File: src/thermo_twowire_pkg.sv
// Shared constants and types for the thermometer two-wire target.
package thermo_twowire_pkg;

  // Strap level codes as reported by the tri-state pad sense circuit.
  localparam logic [1:0] STRAP_LOW   = 2'h0;
  localparam logic [1:0] STRAP_HIGH  = 2'h1;
  localparam logic [1:0] STRAP_FLOAT = 2'h2;

  // Register-select codes.
  localparam logic [1:0] SEL_TEMP  = 2'h0;
  localparam logic [1:0] SEL_CFG   = 2'h1;
  localparam logic [1:0] SEL_THYST = 2'h2;
  localparam logic [1:0] SEL_TOS   = 2'h3;

  localparam logic [7:0] SOFT_POR_CODE  = 8'h54;
  localparam logic [5:0] SEL_UPPER_ZERO = 6'h00;
  localparam logic [3:0] BITS_PER_BYTE  = 4'h8;

  // Values after reset.
  localparam logic [1:0]  SEL_RESET   = SEL_TEMP;
  localparam logic [7:0]  CFG_RESET   = 8'h00;
  localparam logic [15:0] THYST_RESET = 16'h0000;
  localparam logic [15:0] TOS_RESET   = 16'h0000;
  localparam logic [6:0]  ADDR_RESET  = 7'h00;

  typedef struct packed {
    logic [1:0] strap_2;
    logic [1:0] strap_1;
    logic [1:0] strap_0;
  } straps_t;

  typedef struct packed {
    logic [7:0]  cfg;
    logic [15:0] thyst;
    logic [15:0] tos;
  } user_regs_t;

  typedef enum logic [3:0] {
    ST_IDLE     = 4'h0,
    ST_ADDR     = 4'h1,
    ST_ADDR_ACK = 4'h2,
    ST_SEL      = 4'h3,
    ST_SEL_ACK  = 4'h4,
    ST_WDATA    = 4'h5,
    ST_WACK     = 4'h6,
    ST_RDATA    = 4'h7,
    ST_RACK     = 4'h8,
    ST_IGNORE   = 4'h9,
    ST_SEL_ACK_LAST = 4'hA
  } link_state_t;

endpackage

File: src/thermometer_twowire_target.sv
// Two-wire target interface of the thermometer with strap-decoded address.

// Three-stage input synchroniser; the output follows once stages two and three agree.
module sync3
#(
  parameter int WIDTH = 1
)
(
  // Clock and reset
  input  wire logic             clk_in,
  input  wire logic             sys_rst_in,
  // Data
  input  wire logic [WIDTH-1:0] async_in,
  input  wire logic [WIDTH-1:0] reset_val_in,
  output logic      [WIDTH-1:0] stable_out
);

  logic [WIDTH-1:0] stage_1;
  logic [WIDTH-1:0] stage_2;
  logic [WIDTH-1:0] stage_3;

  always_ff @(posedge clk_in or posedge sys_rst_in)
  begin
    if (sys_rst_in)
    begin
      stage_1 <= '0;
      stage_2 <= '0;
      stage_3 <= '0;
    end
    else
    begin
      stage_1 <= async_in;
      stage_2 <= stage_1;
      stage_3 <= stage_2;
    end
  end

  // During reset the output is zero; it then shows the idle value until all three stages hold pin samples.
  // Comparing the reset zeros left in the stages would fake a low pulse after reset.
  logic [1:0] fill;

  always_ff @(posedge clk_in or posedge sys_rst_in)
  begin
    if (sys_rst_in)
    begin
      fill       <= 2'h0;
      stable_out <= '0;
    end
    else if (fill != 2'h3)
    begin
      fill       <= fill + 2'h1;
      stable_out <= reset_val_in;
    end
    else
    begin
      for (int i = 0; i < WIDTH; i++)
      begin
        if (stage_2[i] == stage_3[i])
        begin
          stable_out[i] <= stage_3[i];
        end
      end
    end
  end

endmodule // sync3

module thermometer_twowire_target
  import thermo_twowire_pkg::*;
(
  // Clock and reset
  input  wire logic        clk_in,
  input  wire logic        sys_rst_in,
  // Two-wire link
  input  wire logic        scl_in,
  input  wire logic        sda_in,
  output logic             sda_out,
  output logic             sda_oe_out,
  // Address straps
  input  wire straps_t     straps_in,
  // Conversion engine side
  input  wire logic [15:0] temp_in,
  output user_regs_t       regs_out,
  output logic             soft_por_out
);

  logic        scl;
  logic        sda;
  straps_t     straps;
  logic        scl_d;
  logic        sda_d;
  link_state_t state;
  logic [3:0]  bit_cnt;
  logic [7:0]  rx_shift;
  logic [7:0]  tx_shift;
  logic        byte_idx;
  logic        reading;
  logic [1:0]  reg_select;
  logic [7:0]  write_hold;
  logic [6:0]  dev_addr;
  logic [6:0]  next_dev_addr;
  logic        ack_seen;
  logic [7:0]  hi_byte;
  logic [7:0]  lo_byte;

  sync3 #(.WIDTH(2)) u_sync_link
  (
    .clk_in       (clk_in),
    .sys_rst_in   (sys_rst_in),
    .async_in     ({scl_in, sda_in}),
    .reset_val_in (2'h3),
    .stable_out   ({scl, sda})
  );

  sync3 #(.WIDTH(6)) u_sync_strap
  (
    .clk_in       (clk_in),
    .sys_rst_in   (sys_rst_in),
    .async_in     (straps_in),
    .reset_val_in (6'h00),
    .stable_out   (straps)
  );

  wire scl_rise = scl && !scl_d;
  wire scl_fall = !scl && scl_d;
  wire start_ev = scl && scl_d && sda_d && !sda;
  wire stop_ev  = scl && scl_d && !sda_d && sda;
  wire byte_end = scl_fall && (bit_cnt == BITS_PER_BYTE);

  // Strap lookup, ordered strap 2, strap 1, strap 0.
  always_comb
  begin
    next_dev_addr = ADDR_RESET;
    case ({straps.strap_2, straps.strap_1, straps.strap_0})
      {STRAP_LOW,   STRAP_LOW,   STRAP_LOW  }: next_dev_addr = 7'h48;
      {STRAP_LOW,   STRAP_LOW,   STRAP_HIGH }: next_dev_addr = 7'h49;
      {STRAP_LOW,   STRAP_HIGH,  STRAP_LOW  }: next_dev_addr = 7'h4A;
      {STRAP_LOW,   STRAP_HIGH,  STRAP_HIGH }: next_dev_addr = 7'h4B;
      {STRAP_LOW,   STRAP_LOW,   STRAP_FLOAT}: next_dev_addr = 7'h2C;
      {STRAP_LOW,   STRAP_FLOAT, STRAP_LOW  }: next_dev_addr = 7'h28;
      {STRAP_LOW,   STRAP_HIGH,  STRAP_FLOAT}: next_dev_addr = 7'h2D;
      {STRAP_LOW,   STRAP_FLOAT, STRAP_HIGH }: next_dev_addr = 7'h29;
      {STRAP_LOW,   STRAP_FLOAT, STRAP_FLOAT}: next_dev_addr = 7'h35;
      {STRAP_HIGH,  STRAP_LOW,   STRAP_LOW  }: next_dev_addr = 7'h4C;
      {STRAP_HIGH,  STRAP_LOW,   STRAP_HIGH }: next_dev_addr = 7'h4D;
      {STRAP_HIGH,  STRAP_HIGH,  STRAP_LOW  }: next_dev_addr = 7'h4E;
      {STRAP_HIGH,  STRAP_HIGH,  STRAP_HIGH }: next_dev_addr = 7'h4F;
      {STRAP_HIGH,  STRAP_LOW,   STRAP_FLOAT}: next_dev_addr = 7'h2E;
      {STRAP_HIGH,  STRAP_FLOAT, STRAP_LOW  }: next_dev_addr = 7'h2A;
      {STRAP_HIGH,  STRAP_HIGH,  STRAP_FLOAT}: next_dev_addr = 7'h2F;
      {STRAP_HIGH,  STRAP_FLOAT, STRAP_HIGH }: next_dev_addr = 7'h2B;
      {STRAP_HIGH,  STRAP_FLOAT, STRAP_FLOAT}: next_dev_addr = 7'h36;
      {STRAP_FLOAT, STRAP_LOW,   STRAP_LOW  }: next_dev_addr = 7'h70;
      {STRAP_FLOAT, STRAP_LOW,   STRAP_HIGH }: next_dev_addr = 7'h72;
      {STRAP_FLOAT, STRAP_HIGH,  STRAP_LOW  }: next_dev_addr = 7'h73;
      {STRAP_FLOAT, STRAP_HIGH,  STRAP_HIGH }: next_dev_addr = 7'h75;
      {STRAP_FLOAT, STRAP_LOW,   STRAP_FLOAT}: next_dev_addr = 7'h71;
      {STRAP_FLOAT, STRAP_FLOAT, STRAP_LOW  }: next_dev_addr = 7'h76;
      {STRAP_FLOAT, STRAP_HIGH,  STRAP_FLOAT}: next_dev_addr = 7'h74;
      {STRAP_FLOAT, STRAP_FLOAT, STRAP_HIGH }: next_dev_addr = 7'h77;
      {STRAP_FLOAT, STRAP_FLOAT, STRAP_FLOAT}: next_dev_addr = 7'h37;
      default:                                 next_dev_addr = ADDR_RESET;
    endcase
  end

  always_ff @(posedge clk_in or posedge sys_rst_in)
  begin
    if (sys_rst_in)
    begin
      scl_d    <= 1'b1;
      sda_d    <= 1'b1;
      dev_addr <= ADDR_RESET;
      sda_out  <= 1'b0;
    end
    else
    begin
      scl_d    <= scl;
      sda_d    <= sda;
      dev_addr <= next_dev_addr;
      sda_out  <= 1'b0;
    end
  end

  // Upper byte of the selected register for the first read byte, lower byte for the second.
  function automatic logic [7:0] read_byte(input logic [1:0] sel, input logic low,
                                           input logic [15:0] temp, input user_regs_t r);
    logic [15:0] word;
    word = temp;
    case (sel)
      SEL_TEMP:  word = temp;
      SEL_CFG:   word = {r.cfg, r.cfg};
      SEL_THYST: word = r.thyst;
      SEL_TOS:   word = r.tos;
      default:   word = temp;
    endcase
    return low ? word[7:0] : word[15:8];
  endfunction

  assign hi_byte = read_byte(reg_select, 1'b0, temp_in, regs_out);
  assign lo_byte = read_byte(reg_select, 1'b1, temp_in, regs_out);

  // Link state machine; all data-line changes happen on falling clock edges.
  always_ff @(posedge clk_in or posedge sys_rst_in)
  begin
    if (sys_rst_in)
    begin
      state        <= ST_IDLE;
      bit_cnt      <= 4'h0;
      rx_shift     <= 8'h00;
      tx_shift     <= 8'h00;
      byte_idx     <= 1'b0;
      reading      <= 1'b0;
      ack_seen     <= 1'b0;
      write_hold   <= 8'h00;
      sda_oe_out   <= 1'b0;
      soft_por_out <= 1'b0;
      reg_select   <= SEL_RESET;
      regs_out     <= '{cfg: CFG_RESET, thyst: THYST_RESET, tos: TOS_RESET};
    end
    else
    begin
      soft_por_out <= 1'b0;
      if (start_ev)
      begin
        // A repeated start keeps the selection for the following read.
        state      <= ST_ADDR;
        bit_cnt    <= 4'h0;
        sda_oe_out <= 1'b0;
      end
      else if (stop_ev)
      begin
        state      <= ST_IDLE;
        sda_oe_out <= 1'b0;
      end
      else
      begin
        if (scl_rise && (state == ST_ADDR || state == ST_SEL || state == ST_WDATA))
        begin
          rx_shift <= {rx_shift[6:0], sda};
          bit_cnt  <= bit_cnt + 4'h1;
        end
        case (state)
          ST_IDLE, ST_IGNORE:
          begin
            sda_oe_out <= 1'b0;
          end
          ST_ADDR:
          begin
            if (byte_end)
            begin
              if (rx_shift[7:1] == dev_addr)
              begin
                reading    <= rx_shift[0];
                sda_oe_out <= 1'b1;
                state      <= ST_ADDR_ACK;
              end
              else
              begin
                state <= ST_IGNORE;
              end
            end
          end
          ST_ADDR_ACK:
          begin
            if (scl_fall)
            begin
              bit_cnt  <= 4'h0;
              byte_idx <= 1'b0;
              if (reading)
              begin
                // First data bit goes out right after the address acknowledge.
                tx_shift   <= {hi_byte[6:0], 1'b0};
                sda_oe_out <= !hi_byte[7];
                bit_cnt    <= 4'h1;
                state      <= ST_RDATA;
              end
              else
              begin
                sda_oe_out <= 1'b0;
                state      <= ST_SEL;
              end
            end
          end
          ST_SEL:
          begin
            if (byte_end)
            begin
              if (rx_shift == SOFT_POR_CODE)
              begin
                // Power-cycle equivalent; the byte is left unacknowledged.
                reg_select   <= SEL_RESET;
                regs_out     <= '{cfg: CFG_RESET, thyst: THYST_RESET, tos: TOS_RESET};
                soft_por_out <= 1'b1;
                state        <= ST_IGNORE;
              end
              else if (rx_shift[7:2] == SEL_UPPER_ZERO)
              begin
                reg_select <= rx_shift[1:0];
                sda_oe_out <= 1'b1;
                state      <= ST_SEL_ACK;
              end
              else
              begin
                state <= ST_IGNORE;
              end
            end
          end
          ST_SEL_ACK, ST_WACK:
          begin
            if (scl_fall)
            begin
              sda_oe_out <= 1'b0;
              bit_cnt    <= 4'h0;
              state      <= ST_WDATA;
            end
          end
          ST_WDATA:
          begin
            if (byte_end)
            begin
              // Bytes beyond what the selected register takes are left unacknowledged.
              state <= ST_IGNORE;
              if (reg_select == SEL_CFG && !byte_idx)
              begin
                regs_out.cfg <= rx_shift;
                sda_oe_out   <= 1'b1;
                byte_idx     <= 1'b1;
                state        <= ST_SEL_ACK_LAST;
              end
              else if ((reg_select == SEL_THYST || reg_select == SEL_TOS) && !byte_idx)
              begin
                write_hold <= rx_shift;
                sda_oe_out <= 1'b1;
                byte_idx   <= 1'b1;
                state      <= ST_WACK;
              end
              else if (reg_select == SEL_THYST && byte_idx)
              begin
                regs_out.thyst <= {write_hold, rx_shift};
                sda_oe_out     <= 1'b1;
                state          <= ST_SEL_ACK_LAST;
              end
              else if (reg_select == SEL_TOS && byte_idx)
              begin
                regs_out.tos <= {write_hold, rx_shift};
                sda_oe_out   <= 1'b1;
                state        <= ST_SEL_ACK_LAST;
              end
            end
          end
          ST_SEL_ACK_LAST:
          begin
            // Last data byte acknowledged; anything after it is refused.
            if (scl_fall)
            begin
              sda_oe_out <= 1'b0;
              state      <= ST_IGNORE;
            end
          end
          ST_RDATA:
          begin
            if (scl_fall)
            begin
              if (bit_cnt == BITS_PER_BYTE)
              begin
                sda_oe_out <= 1'b0;
                state      <= ST_RACK;
              end
              else
              begin
                sda_oe_out <= !tx_shift[7];
                tx_shift   <= {tx_shift[6:0], 1'b0};
                bit_cnt    <= bit_cnt + 4'h1;
              end
            end
          end
          ST_RACK:
          begin
            if (scl_rise)
            begin
              ack_seen <= !sda;
            end
            if (scl_fall)
            begin
              if (ack_seen && !byte_idx && reg_select != SEL_CFG)
              begin
                byte_idx   <= 1'b1;
                tx_shift   <= {lo_byte[6:0], 1'b0};
                sda_oe_out <= !lo_byte[7];
                bit_cnt    <= 4'h1;
                state      <= ST_RDATA;
              end
              else
              begin
                state <= ST_IGNORE;
              end
            end
          end
          default:
          begin
            state <= ST_IDLE;
          end
        endcase
      end
    end
  end

endmodule // thermometer_twowire_target

File: config.mk
export PLATFORM = sky130hd
export DESIGN_NAME = thermometer_twowire_target
export DESIGN_NICKNAME = d
export VERILOG_FILES = /design/src/thermo_twowire_pkg.sv /design/src/thermometer_twowire_target.sv
export SDC_FILE = /design/constraint.sdc
export NUM_CORES = 1
export LEC_CHECK = 0
export ABC_AREA = 0
export BUFFER_PORTS_ARGS = -buffer_cell sky130_fd_sc_hd__buf_2
export CORE_MARGIN = 5
export CORE_UTILIZATION = 50
export CTS_CLUSTER_DIAMETER = 50
export DETAILED_ROUTE_END_ITERATION = 12
export PLACE_DENSITY_LB_ADDON = 0.3
export SLEW_MARGIN = 20
export SYNTH_ARGS = -nofsm -noshare
export SYNTH_HDL_FRONTEND = slang
export SYNTH_SLANG_ARGS = --single-unit
export TNS_END_PERCENT = 10
File: constraint.sdc
create_clock -name clk_in -period 5.83 [get_ports clk_in]
set_input_delay 0.8745 -clock clk_in [delete_from_list [all_inputs] [get_ports clk_in]]
set_output_delay 0.8745 -clock clk_in [all_outputs]
set_load 0.1 [all_outputs]
==> results of run 1 <==
-- flip-flops by register name (all words and copies together), names as in the netlist, 2 cells and up --
name and count:
regs_out 40, rx_shift 8, write_hold 8, dev_addr 7, tx_shift 7, u_sync_strap.stable_out 6
u_sync_strap.stage_1 6, u_sync_strap.stage_2 6, u_sync_strap.stage_3 6, bit_cnt 4, state 4, reg_select 2
u_sync_link.fill 2, u_sync_link.stable_out 2, u_sync_link.stage_1 2, u_sync_link.stage_2 2, u_sync_link.stage_3 2, u_sync_strap.fill 2
-- cells in the final DEF, fill, tap and decap left out, drive strengths merged, types with 3 or more instances in the layout --
cell / count
mux2: 13
clkbuf: 18
xnor2: 7
a21boi: 6
nor3: 13
nor2b: 7
o21ai: 74
clkinvlp: 4
or2: 3
a22oi: 3
a31oi: 5
a211oi: 6
nand2: 108
buf: 70
nand2b: 8
a22o: 7
mux4: 14
ha: 8
bufinv: 3
o22ai: 5
a21oi: 29
clkinv: 3
inv: 17
and3: 3
xor2: 3
nor2: 28
and2: 3
nand3: 8
dfrtp: 121
-- path summary, 6_finish.rpt --
path | slack (ns) | end | cells after the start | from
max in group asynchronous | 4.01 | state[3]$_DFFE_PP0P_ | 3 | sys_rst_in
hold reg to reg | 0.35 | u_sync_link.stage_2[0]$_DFF_PP0_ | 0 | u_sync_link.stage_1[0]$_DFF_PP0_
setup / recovery | 3.21 | regs_out[33]$_DFFE_PP0P_ | 5 | state[1]$_DFFE_PP0P_
setup reg to reg | 3.21 | regs_out[33]$_DFFE_PP0P_ | 5 | state[1]$_DFFE_PP0P_
hold / removal | 0.35 | u_sync_link.stage_2[0]$_DFF_PP0_ | 0 | u_sync_link.stage_1[0]$_DFF_PP0_
min in group asynchronous | 0.65 | u_sync_strap.fill[1]$_DFFE_PP0P_ | 2 | sys_rst_in
-- cell type report --
class	instances	area, sq um
Inverter	14	55.05
Tap cell	143	178.9
Timing Repair Buffer	70	357.8
Multi-Input combinational cell	398	2567
Fill cell	961	4574
Clock inverter	13	165.2
Sequential cell	123	3080
Clock buffer	18	439.2
-- routing by layer --
layer / vias up / track usage / wire length, microns
met2: 138 / 0.3345 / 6811
met4: 0 / 0.08387 / 291
met3: 28 / 0.05382 / 724
met5: - / 0 / 0
met1: 2240 / 0.2816 / 6193
li1: 2122 / - / -
-- power groups by stage --
stage / combinational (mW) / clock (mW) / sequential, mW
after floorplan: 0.501 / 0 / 1.06
after global placement: 0.572 / 0 / 1.13
after detailed placement: 0.581 / 0 / 1.13
after CTS: 0.584 / 1.08 / 1.12
after global routing: 0.654 / 1.13 / 1.14
final: 0.590 / 1.07 / 1.12
-- Yosys cell counts, types with 5 or more instances --
master    number  area [sq um]
a21boi_0       6         45.04
dfrtp_1      121          3028
a21oi_1       28         140.1
o21ai_0       63         315.3
nor2_1        27         101.4
ha_1           8         100.1
mux4_2        14         315.3
buf_2          8         40.04
clkbuf_1      22         82.58
nand2_1      108         405.4
a211oi_1       6         45.04
o22ai_1        5         31.28
nor2b_1        7         43.79
a31oi_1        5         31.28
inv_1         14         52.55
nand3_1        8         40.04
a22o_1         7         61.31
xnor2_1        7         61.31
nand2b_1       8         50.05
mux2_2        13         146.4
nor3_1         9         45.04
o21ai_1       10         50.05
-- critical path, stage by stage (launching register included) --
cell and delay, ns:
dfrtp_1 0.59, nand2_1 0.29, nor3_1 0.10, and3_1 0.32
o21ai_1 0.90, o21ai_0 0.24
-- cells by family after synthesis --
group / share of synthesized area
XOR/XNOR: 0.01503
flip-flops: 0.5284
AND/OR/NAND/NOR: 0.1556
buffers and inverters: 0.03606
adder cells (fa/ha/maj): 0.01889
AO/OA/AOI/OAI: 0.1627
multiplexers: 0.08264
other: 0.0006433
==> results.md, run 1 <==
- Status: finished, final reports clean
- Combinational fraction of design power: 0.212
- Final Hold Fails: 0
- Antenna violations before repair: 0
- Row Count: 39
- # IOs: 69
- Dpl cell area: 6225 sq um
- Die Y-Extent: 118.0 microns
- Final Critical Period: 2.619 ns
- Sw Pwr: 0.9178 mW
- P&R area growth vs syn: 17.41%
- Net Sw Frac: 0.3291
- Hold-fix buffer count after cts: 0
- Design Area, Final: 6844 sq um
- Post-CTS Setup Bufs: 0
- Overall routed net length: 14020 microns
- Ys async rst share: 1.000
- Drt first-iter violations: 362
- WHS: 0.3455 ns
- Max_slew headroom: 0.2556
- Pleak: 3.102 nW
- Global-route usage over all layers: 0.2121
- Fmax: 0.3818 GHz
- Pwr dens: 407.5 nW/um^2
- Resize count post-CTS: 0
- CP Class: reg2reg
- Cell internal pwr: 1.871 mW
- Fin Clk Skew: 0.007425 ns
- Setup TNS: 0 ns
- Total iterations of the first detailed-routing run: 5
- Unrepaired setup endpoints after global routing: false
- Vias: 4528
- EDFF count, synth: 0
- VDD IR max: 0.0003011 V
- Total of max-cap violations: 0
- Fin util: 0.5994
- Half-perimeter wire length after placement: 10040 microns
- Worst-Margin Slew: 1.109 ns
- Layout cells sized above 1: 0.2311
- Seq pwr share: 0.403
- Full die area: 13920 sq um
- Placed cells: 748
- Worst Setup End Kind: flop
- Synthesized area: 5829 sq um
- Final setup viols: 0
- Clk slew on worst S/H paths: 0.05 ns
- HP Class: reg2reg
- Synthesized flop and latch total: 123
- Initial Util: 0.5105
- Dominant synthesized flop cell: dfrtp_1
- Clk_lat worst skew: 0.42 ns
- Buffer depth of the longest clock path: 2
- Gr ovfl total: 0
- Startpoint Class: flop
- Clock Power Share: 0.385
- Die width: 118.0 microns
- Critical Path RT: 6.06 ns
- WP data arrival: 2.85 ns
- Total power: 2.789 mW
- Syn avg cell area: 10.23 sq um
- Routed Antenna Nets: 0
- Global-route wire length before repair: 23600 microns
- Fin crit share: 0.4493
- TritonCTS Buffers: 17
- Clk sinks: 123
- Via density: 5.813
- Post-placement worst setup slack: 3.256 ns
- Drt drc: 0
- Max Slew Vio Count: 0
- Vias in the first global route: 4566
- H-Tree Level Count: 4
- Core area: 11420 sq um
- Yosys warns: 0
- CTS tree: yes
- Synthesized Nets: 604
- Wire per inst: 18.00 microns
- Count of input and output buffers: 67
- Largest net degree at the start of global routing: 76
- Post-layout net count: 658
- Post-synthesis sequential area ratio: 0.5284
- Post-Syn Instances: 570
- Layout Cells excl Fill: 779
- Slack of the critical path: 3.211 ns
- Root Driver: clkbuf_16
- Ant diodes: 0
- GP Congestion: 0.9536
- Yosys cell types: 67
- Maximum fanout along the worst path: 18
Note: power is estimated with default switching activity, not from simulation.
==> run 2: changes to the inputs <==
clock period = 2.7 ns   (was 5.83 ns; I/O delays follow)
==> run 2 against run 1 <==
Compared with the run above: final cell count rose by 1.9%; critical path depth unchanged; non-clock buffer count up 15; first-iteration DRC count grew 6.6%; clock-buffer cell count increased by 3; clock power is 110% higher; combinational power rose by 120%; total power rose by 110%; largest power group unchanged.
==> results.md, run 2 (same netlist as run 1, synthesis figures left out) <==
- Full die area: 13920 sq um (unchanged)
- CTS tree: yes
- # IOs: 69 (unchanged)
- Clk sinks: 123 (unchanged)
- Total iterations of the first detailed-routing run: 5 (unchanged)
- H-Tree Level Count: 4 (unchanged)
- VDD IR max: 0.0006088 V (+100%)
- Critical Path RT: 3.04 ns (-3.02 ns)
- HP Class: in2async
- Resize count post-CTS: 0 (unchanged)
- Global-route wire length before repair: 23810 microns (+0.88%)
- Commonest non-fill, non-tap cell in the layout: dfrtp_1
- Post-layout net count: 673 (+2.3%)
- Final Hold Fails: 0 (unchanged)
- Vias in the first global route: 4554 (-0.26%)
- WP data arrival: 2.71 ns (-0.14 ns)
- GP Congestion: 0.9590 (+0.57%)
- Final setup viols: 0 (unchanged)
- Initial Util: 0.5105 (unchanged)
- Pleak: 3.177 nW (+2.4%)
- Worst Setup End Kind: flop
- Count of input and output buffers: 67 (unchanged)
- CP Class: reg2reg
- Row Count: 39 (unchanged)
- Max_slew headroom: 0.5266 (+0.2710)
- Clock Power Share: 0.376 (-0.009)
- Hold-fix buffer count after cts: 0 (unchanged)
- Fin Clk Skew: 0.009193 ns (+0.001768 ns)
- Drt first-iter violations: 386 (+6.6%)
- Fmax: 0.4228 GHz (+11%)
- Worst-Margin Slew: 0.7086 ns (-0.4006 ns)
- Fin util: 0.6083 (+0.008876)
- Core area: 11420 sq um (unchanged)
- Total of max-cap violations: 0 (unchanged)
- Net Sw Frac: 0.3235 (-0.005587)
- Largest register FFs: 40 (unchanged)
- Setup TNS: 0 ns (unchanged)
- Layout cells sized above 1: 0.2473 (+0.01618)
- Maximum fanout along the worst path: 19 (+1)
- Fillers: 957 (-0.42%)
- Antenna violations before repair: 0 (unchanged)
- Post-CTS Setup Bufs: 0 (unchanged)
- Seq pwr share: 0.403 (about the same)
- Total power: 5.946 mW (+110%)
- Clk slew on worst S/H paths: 0.05 ns (about the same)
- Fin crit share: 0.8759 (+0.4266)
- Max Slew Vio Count: 0 (unchanged)
- Clk_lat worst skew: 0.42 ns (about the same)
- Combinational fraction of design power: 0.221 (+0.009)
- Status: finished, final reports clean
- Startpoint Class: flop
- Final Critical Period: 2.365 ns (-0.2546 ns)
- Gr ovfl total: 0 (unchanged)
- Root Driver: clkbuf_16
- Sw Pwr: 1.923 mW (+110%)
- Half-perimeter wire length after placement: 10290 microns (+2.6%)
- Wire per inst: 17.99 microns (about the same)
- Biggest regs: regs_out (40), rx_shift (8), write_hold (8)
- Pwr dens: 856.1 nW/um^2 (+110%)
- Most flops, register: regs_out
- TritonCTS Buffers: 17 (unchanged)
- Largest net degree at the start of global routing: 48 (-37%)
- Drt drc: 0 (unchanged)
- Cell internal pwr: 4.023 mW (+110%)
- Commonest cells after routing, fill and taps aside: dfrtp_1, nand2_1, buf_2
- Global-route usage over all layers: 0.2150 (+0.002876)
- Vias: 4539 (+0.24%)
- Buffer depth of the longest clock path: 2 (unchanged)
- Unrepaired setup endpoints after global routing: false
- Ant diodes: 0 (unchanged)
- Via density: 5.717 (-1.7%)
- Die width: 118.0 microns (unchanged)
- Die Y-Extent: 118.0 microns (unchanged)
- Routed Antenna Nets: 0 (unchanged)
- Overall routed net length: 14280 microns (+1.9%)
- P&R area growth vs syn: 19.15%
==> run 2: final timing paths <==
path	from	end	slack [ns]	cells after the start
min reg2reg	u_sync_strap.stage_1[5]$_DFF_PP0_	u_sync_strap.stage_2[5]$_DFF_PP0_	0.35	0
max	state[3]$_DFFE_PP0P_	tx_shift[7]$_DFFE_PP0P_	0.34	5
max reg2reg	state[3]$_DFFE_PP0P_	tx_shift[7]$_DFFE_PP0P_	0.34	5
max in group asynchronous	sys_rst_in	u_sync_strap.stable_out[5]$_DFFE_PP0P_	1.89	3
min in group clk_in	straps_in[0]	u_sync_strap.stage_1[0]$_DFF_PP0_	0.09	1
min	sys_rst_in	regs_out[31]$_DFFE_PP0P_	0.07	2
==> run 2: per-layer routing <==
layer / part of all wire / vias up / GRT usage
li1: - / 2147 / -
met1: 0.44 / 2236 / 0.2826
met2: 0.48 / 138 / 0.3370
met3: 0.065 / 18 / 0.07160
met4: 0.016 / 0 / 0.07025
met5: 0 / - / 0
==> run 2: power by group through the flow <==
stage          Clock (mW)  Sequential [mW]  Combinational, mW
6_report             2.24             2.40               1.31
3_3_place_gp            0             2.41               1.25
3_5_place_dp            0             2.42               1.28
5_1_grt              2.39             2.44               1.46
4_1_cts              2.27             2.39               1.30
2_1_floorplan           0             2.29               1.08
==> run 2: metrics by stage <==
stage / setup WS (ns) / cell area [sq um] / hold slack [ns] / instances
after floorplan: 0.7394 / 5833 / 0.3312 / 570
after global routing: 0.1220 / 6945 / 0.06492 / 794
final: 0.3351 / 6945 / 0.06994 / 794
after detailed placement: 0.2762 / 6351 / 0.3378 / 763
after global placement: 0.3986 / 6351 / 0.3314 / 763
after CTS: 0.2590 / 6938 / 0.07418 / 794
==> run 2: layout make-up <==
cell class	count	area, sq um	share of cell area
Inverter	14	56.30	0.008107
Clock inverter	10	116.4	0.01675
Tap cell	143	178.9	0.02576
Sequential cell	123	3080	0.4435
Timing Repair Buffer	85	483.0	0.06954
Clock buffer	21	470.5	0.06774
Multi-Input combinational cell	398	2560	0.3686
==> run 2: critical path, stage by stage, from the launching register on <==
cell	delay (ns)
dfrtp_1	0.71
or4b_1	0.66
o21ai_1	0.23
a221o_1	0.45
a211oi_1	0.10
a21oi_1	0.13
==> run 3: changes to the inputs <==
ABC_AREA = 1   (was 0)
==> run 3 against run 2 <==
Compared with the run above: core utilization fell by 1.8 points; maximum frequency up 7.8%; global-route usage grew 0.88 points; clock power barely moved; critical endpoint is now tx_shift[4]$_DFFE_PP0P_; largest cell class unchanged.
==> results.md, run 3 <==
- Status: finished, final reports clean
- Pwr dens: 877.8 nW/um^2 (+2.5%)
- Layout cells sized above 1: 0.2168 (-0.03052)
- P&R area growth vs syn: 16.13%
- Unrepaired setup endpoints after global routing: false
- Uppermost layer routed: met4
- Routed Antenna Nets: 0 (unchanged)
- Wire per inst: 16.32 microns (-9.3%)
- Drt first-iter violations: 400 (+3.6%)
- Most flops, register: regs_out
- Synth area leaders: dfrtp_1, nand2_1, inv_1
- Via density: 5.486 (-4.0%)
- Combinational fraction of design power: 0.276 (+0.055)
- Hold-fix buffer count after cts: 0 (unchanged)
- Sw Pwr: 2.170 mW (+13%)
- Commonest non-fill, non-tap cell in the layout: nand2_1
- CP Class: reg2reg
- Total of max-cap violations: 0 (unchanged)
- Global-route wire length before repair: 25590 microns (+7.5%)
- WP data arrival: 2.50 ns (-0.21 ns)
- DR WL met2: 7403 microns (+7.3%)
- Clk sinks: 123 (unchanged)
- M1 WL: 6643 microns (+6.8%)
- Die Y-Extent: 120.5 microns (+2.1%)
- Commonest cells after routing, fill and taps aside: nand2_1, dfrtp_1, buf_2
- Post-CTS Setup Bufs: 0 (unchanged)
- Clk slew on worst S/H paths: 0.05 ns (about the same)
- Worst-Margin Slew: 0.5951 ns (-0.1135 ns)
- Yosys warns: 0 (unchanged)
- Resize count post-CTS: 0 (unchanged)
- Syn avg cell area: 8.528 sq um (-17%)
- Area leader, netlist: dfrtp_1
- Worst path most repeated cell: nand2_1
- Pleak: 3.374 nW (+6.2%)
- Final setup viols: 0 (unchanged)
- TritonCTS Buffers: 17 (unchanged)
- Gr ovfl total: 0 (unchanged)
- VDD IR max: 0.0004366 V (-28%)
- Buf/Inv on CP: 2 (+2)
- Final Hold Fails: 0 (unchanged)
- Antenna violations before repair: 0 (unchanged)
- Largest register FFs: 40 (unchanged)
- Full die area: 14520 sq um (+4.3%)
- Final Critical Period: 2.193 ns (-0.1720 ns)
- Ys async rst share: 1.000 (unchanged)
- Post-Syn Instances: 716 (+26%)
- Max_slew headroom: 0.6023 (+0.07573)
- Delay-heaviest family, CP: simple AND/OR/NAND/NOR gates
- Maximum fanout along the worst path: 11 (-8)
- Startpoint Class: flop
- HP Class: in2async
- Dominant synthesized flop cell: dfrtp_1
- Global-route usage over all layers: 0.2238 (+0.008779)
- Net Sw Frac: 0.3487 (+0.02520)
- EDFF count, synth: 0 (unchanged)
- Largest net degree at the start of global routing: 63 (+31%)
- Critical path, cell by cell: inv_1 -> nand2_1 -> nand3_1 -> nand2_1 -> o211ai_2 -> nor2_2 -> inv_1 -> nand2_1 -> nand2_1
- Fin Clk Skew: 0.007076 ns (-0.002117 ns)
- Root Driver: clkbuf_16
- Worst Setup End Kind: flop
- Clock Power Share: 0.359 (-0.017)
- Synthesized Nets: 750 (+24%)
- Post-synthesis sequential area ratio: 0.5045 (-0.02393)
- Vias in the first global route: 5097 (+12%)
- Total iterations of the first detailed-routing run: 5 (unchanged)
- GP Congestion: 0.9157 (-4.5%)
- WHS: 0.02241 ns (-0.04753 ns)
- Post-synth top cells: nand2_1, dfrtp_1, inv_1
- Half-perimeter wire length after placement: 11220 microns (+9.0%)
- Buffer depth of the longest clock path: 2 (unchanged)
- Die width: 120.5 microns (+2.1%)
- Cell internal pwr: 4.054 mW (+0.77%)
- Vias: 5184 (+14%)
- Biggest regs: regs_out (40), rx_shift (8), write_hold (8)
- Overall routed net length: 15420 microns (+8.0%)
- Critical path's slowest cell: dfrtp_1
- DR WL met3: 908 microns (-2.3%)
- Initial Util: 0.5083 (-0.002186)
- Clk_lat worst skew: 0.41 ns (about the same)
- Critical Path RT: 3.00 ns (-0.04 ns)
- Post-synth top area share: 0.4959 (-0.02352)
- Worst path max stage delay: 0.54 ns (-0.17 ns)
- H-Tree Level Count: 4 (unchanged)
- Fmax: 0.4560 GHz (+7.8%)
- Ant diodes: 0 (unchanged)
- Setup TNS: 0 ns (unchanged)
- Max Slew Vio Count: 0 (unchanged)
- Synthesized flop and latch total: 123 (unchanged)
- Yosys cell types: 46 (-31%)
- Fin crit share: 0.8122 (-0.06370)
- Core area: 12010 sq um (+5.2%)
- Seq pwr share: 0.366 (-0.037)
- Most common cell in the synthesized netlist: nand2_1
- Drt drc: 0 (unchanged)
- R2r setup slk: 0.51 ns (+0.17 ns)
- Row Count: 40 (+2.6%)
- Synthesized area: 6106 sq um (+4.7%)
- Count of input and output buffers: 67 (unchanged)
- CTS tree: yes
- Post-layout net count: 820 (+22%)
- # IOs: 69 (unchanged)
-- run 3: worst reg2reg max path, cell delays in order (launching register included) --
cell and delay (ns):
dfrtp_1 0.54, inv_1 0.33, nand2_1 0.14, nand3_1 0.10
nand2_1 0.19, o211ai_2 0.13, nor2_2 0.36, inv_1 0.16
nand2_1 0.09, nand2_1 0.05
-- run 3: kinds of logic (layout without fill, tap and decap cells) --
group | after synthesis | after routing | synth area share
AND/OR/NAND/NOR | 325 | 325 | 0.2391
AO/OA/AOI/OAI | 157 | 157 | 0.1570
flip-flops | 123 | 123 | 0.5045
buffers and inverters | 97 | 179 | 0.07438
adder cells (fa/ha/maj) | 8 | 8 | 0.01639
XOR/XNOR | 3 | 3 | 0.004304
multiplexers | 2 | 2 | 0.003688
other | 1 | 1 | 0.0006142
-- run 3: power by group through the flow --
stage | clock (mW) | combinational [mW] | sequential, mW
4_1_cts | 2.27 | 1.70 | 2.27
3_5_place_dp | 0 | 1.70 | 2.30
3_3_place_gp | 0 | 1.67 | 2.29
5_1_grt | 2.36 | 1.94 | 2.31
2_1_floorplan | 0 | 1.27 | 2.30
6_report | 2.23 | 1.72 | 2.28
-- run 3: layout make-up --
type / instances / area [sq um]
fillers: 1083 / 4921
well taps: 147 / 183.9
inverters: 76 / 291.5
clock buffers: 24 / 461.7
clock inverters: 7 / 116.4
multi-input cells: 496 / 2571
flip-flops and latches: 123 / 3080
repair buffers: 72 / 385.4
-- run 3: per-layer routing --
metal  GRT usage  vias up
li1            -     2493
met1      0.2822     2494
met2      0.3674      170
met3     0.05659       27
met4     0.09419        0
met5           0        -
-- run 3: metrics by stage --
step | power (mW) | area (sq um) | worst slack (ns) | cells | util
finish | 6.224 | 7091 | 0.5071 | 945 | 0.5903
global route | 6.608 | 7091 | 0.2766 | 945 | 0.5903
CTS | 6.245 | 7091 | 0.5257 | 945 | 0.5903
detailed placement | 4.000 | 6513 | 0.5731 | 914 | 0.5422
global placement | 3.961 | 6513 | 0.5763 | 914 | 0.5422
floorplan | 3.575 | 6110 | 0.7853 | 716 | -
-- run 3: path summary, 6_finish.rpt --
check                      cells past startpoint                                 to                              start
hold / removal                                 2              dev_addr[2]$_DFF_PP0_                         sys_rst_in
min in group clk_in                            1  u_sync_strap.stage_1[3]$_DFF_PP0_                       straps_in[3]
setup / recovery                               9            tx_shift[4]$_DFFE_PP0P_          reg_select[1]$_DFFE_PP0P_
hold reg to reg                                0  u_sync_strap.stage_2[0]$_DFF_PP0_  u_sync_strap.stage_1[0]$_DFF_PP0_
setup reg to reg                               9            tx_shift[4]$_DFFE_PP0P_          reg_select[1]$_DFFE_PP0P_
max in group asynchronous                      3                    scl_d$_DFF_PP1_                         sys_rst_in
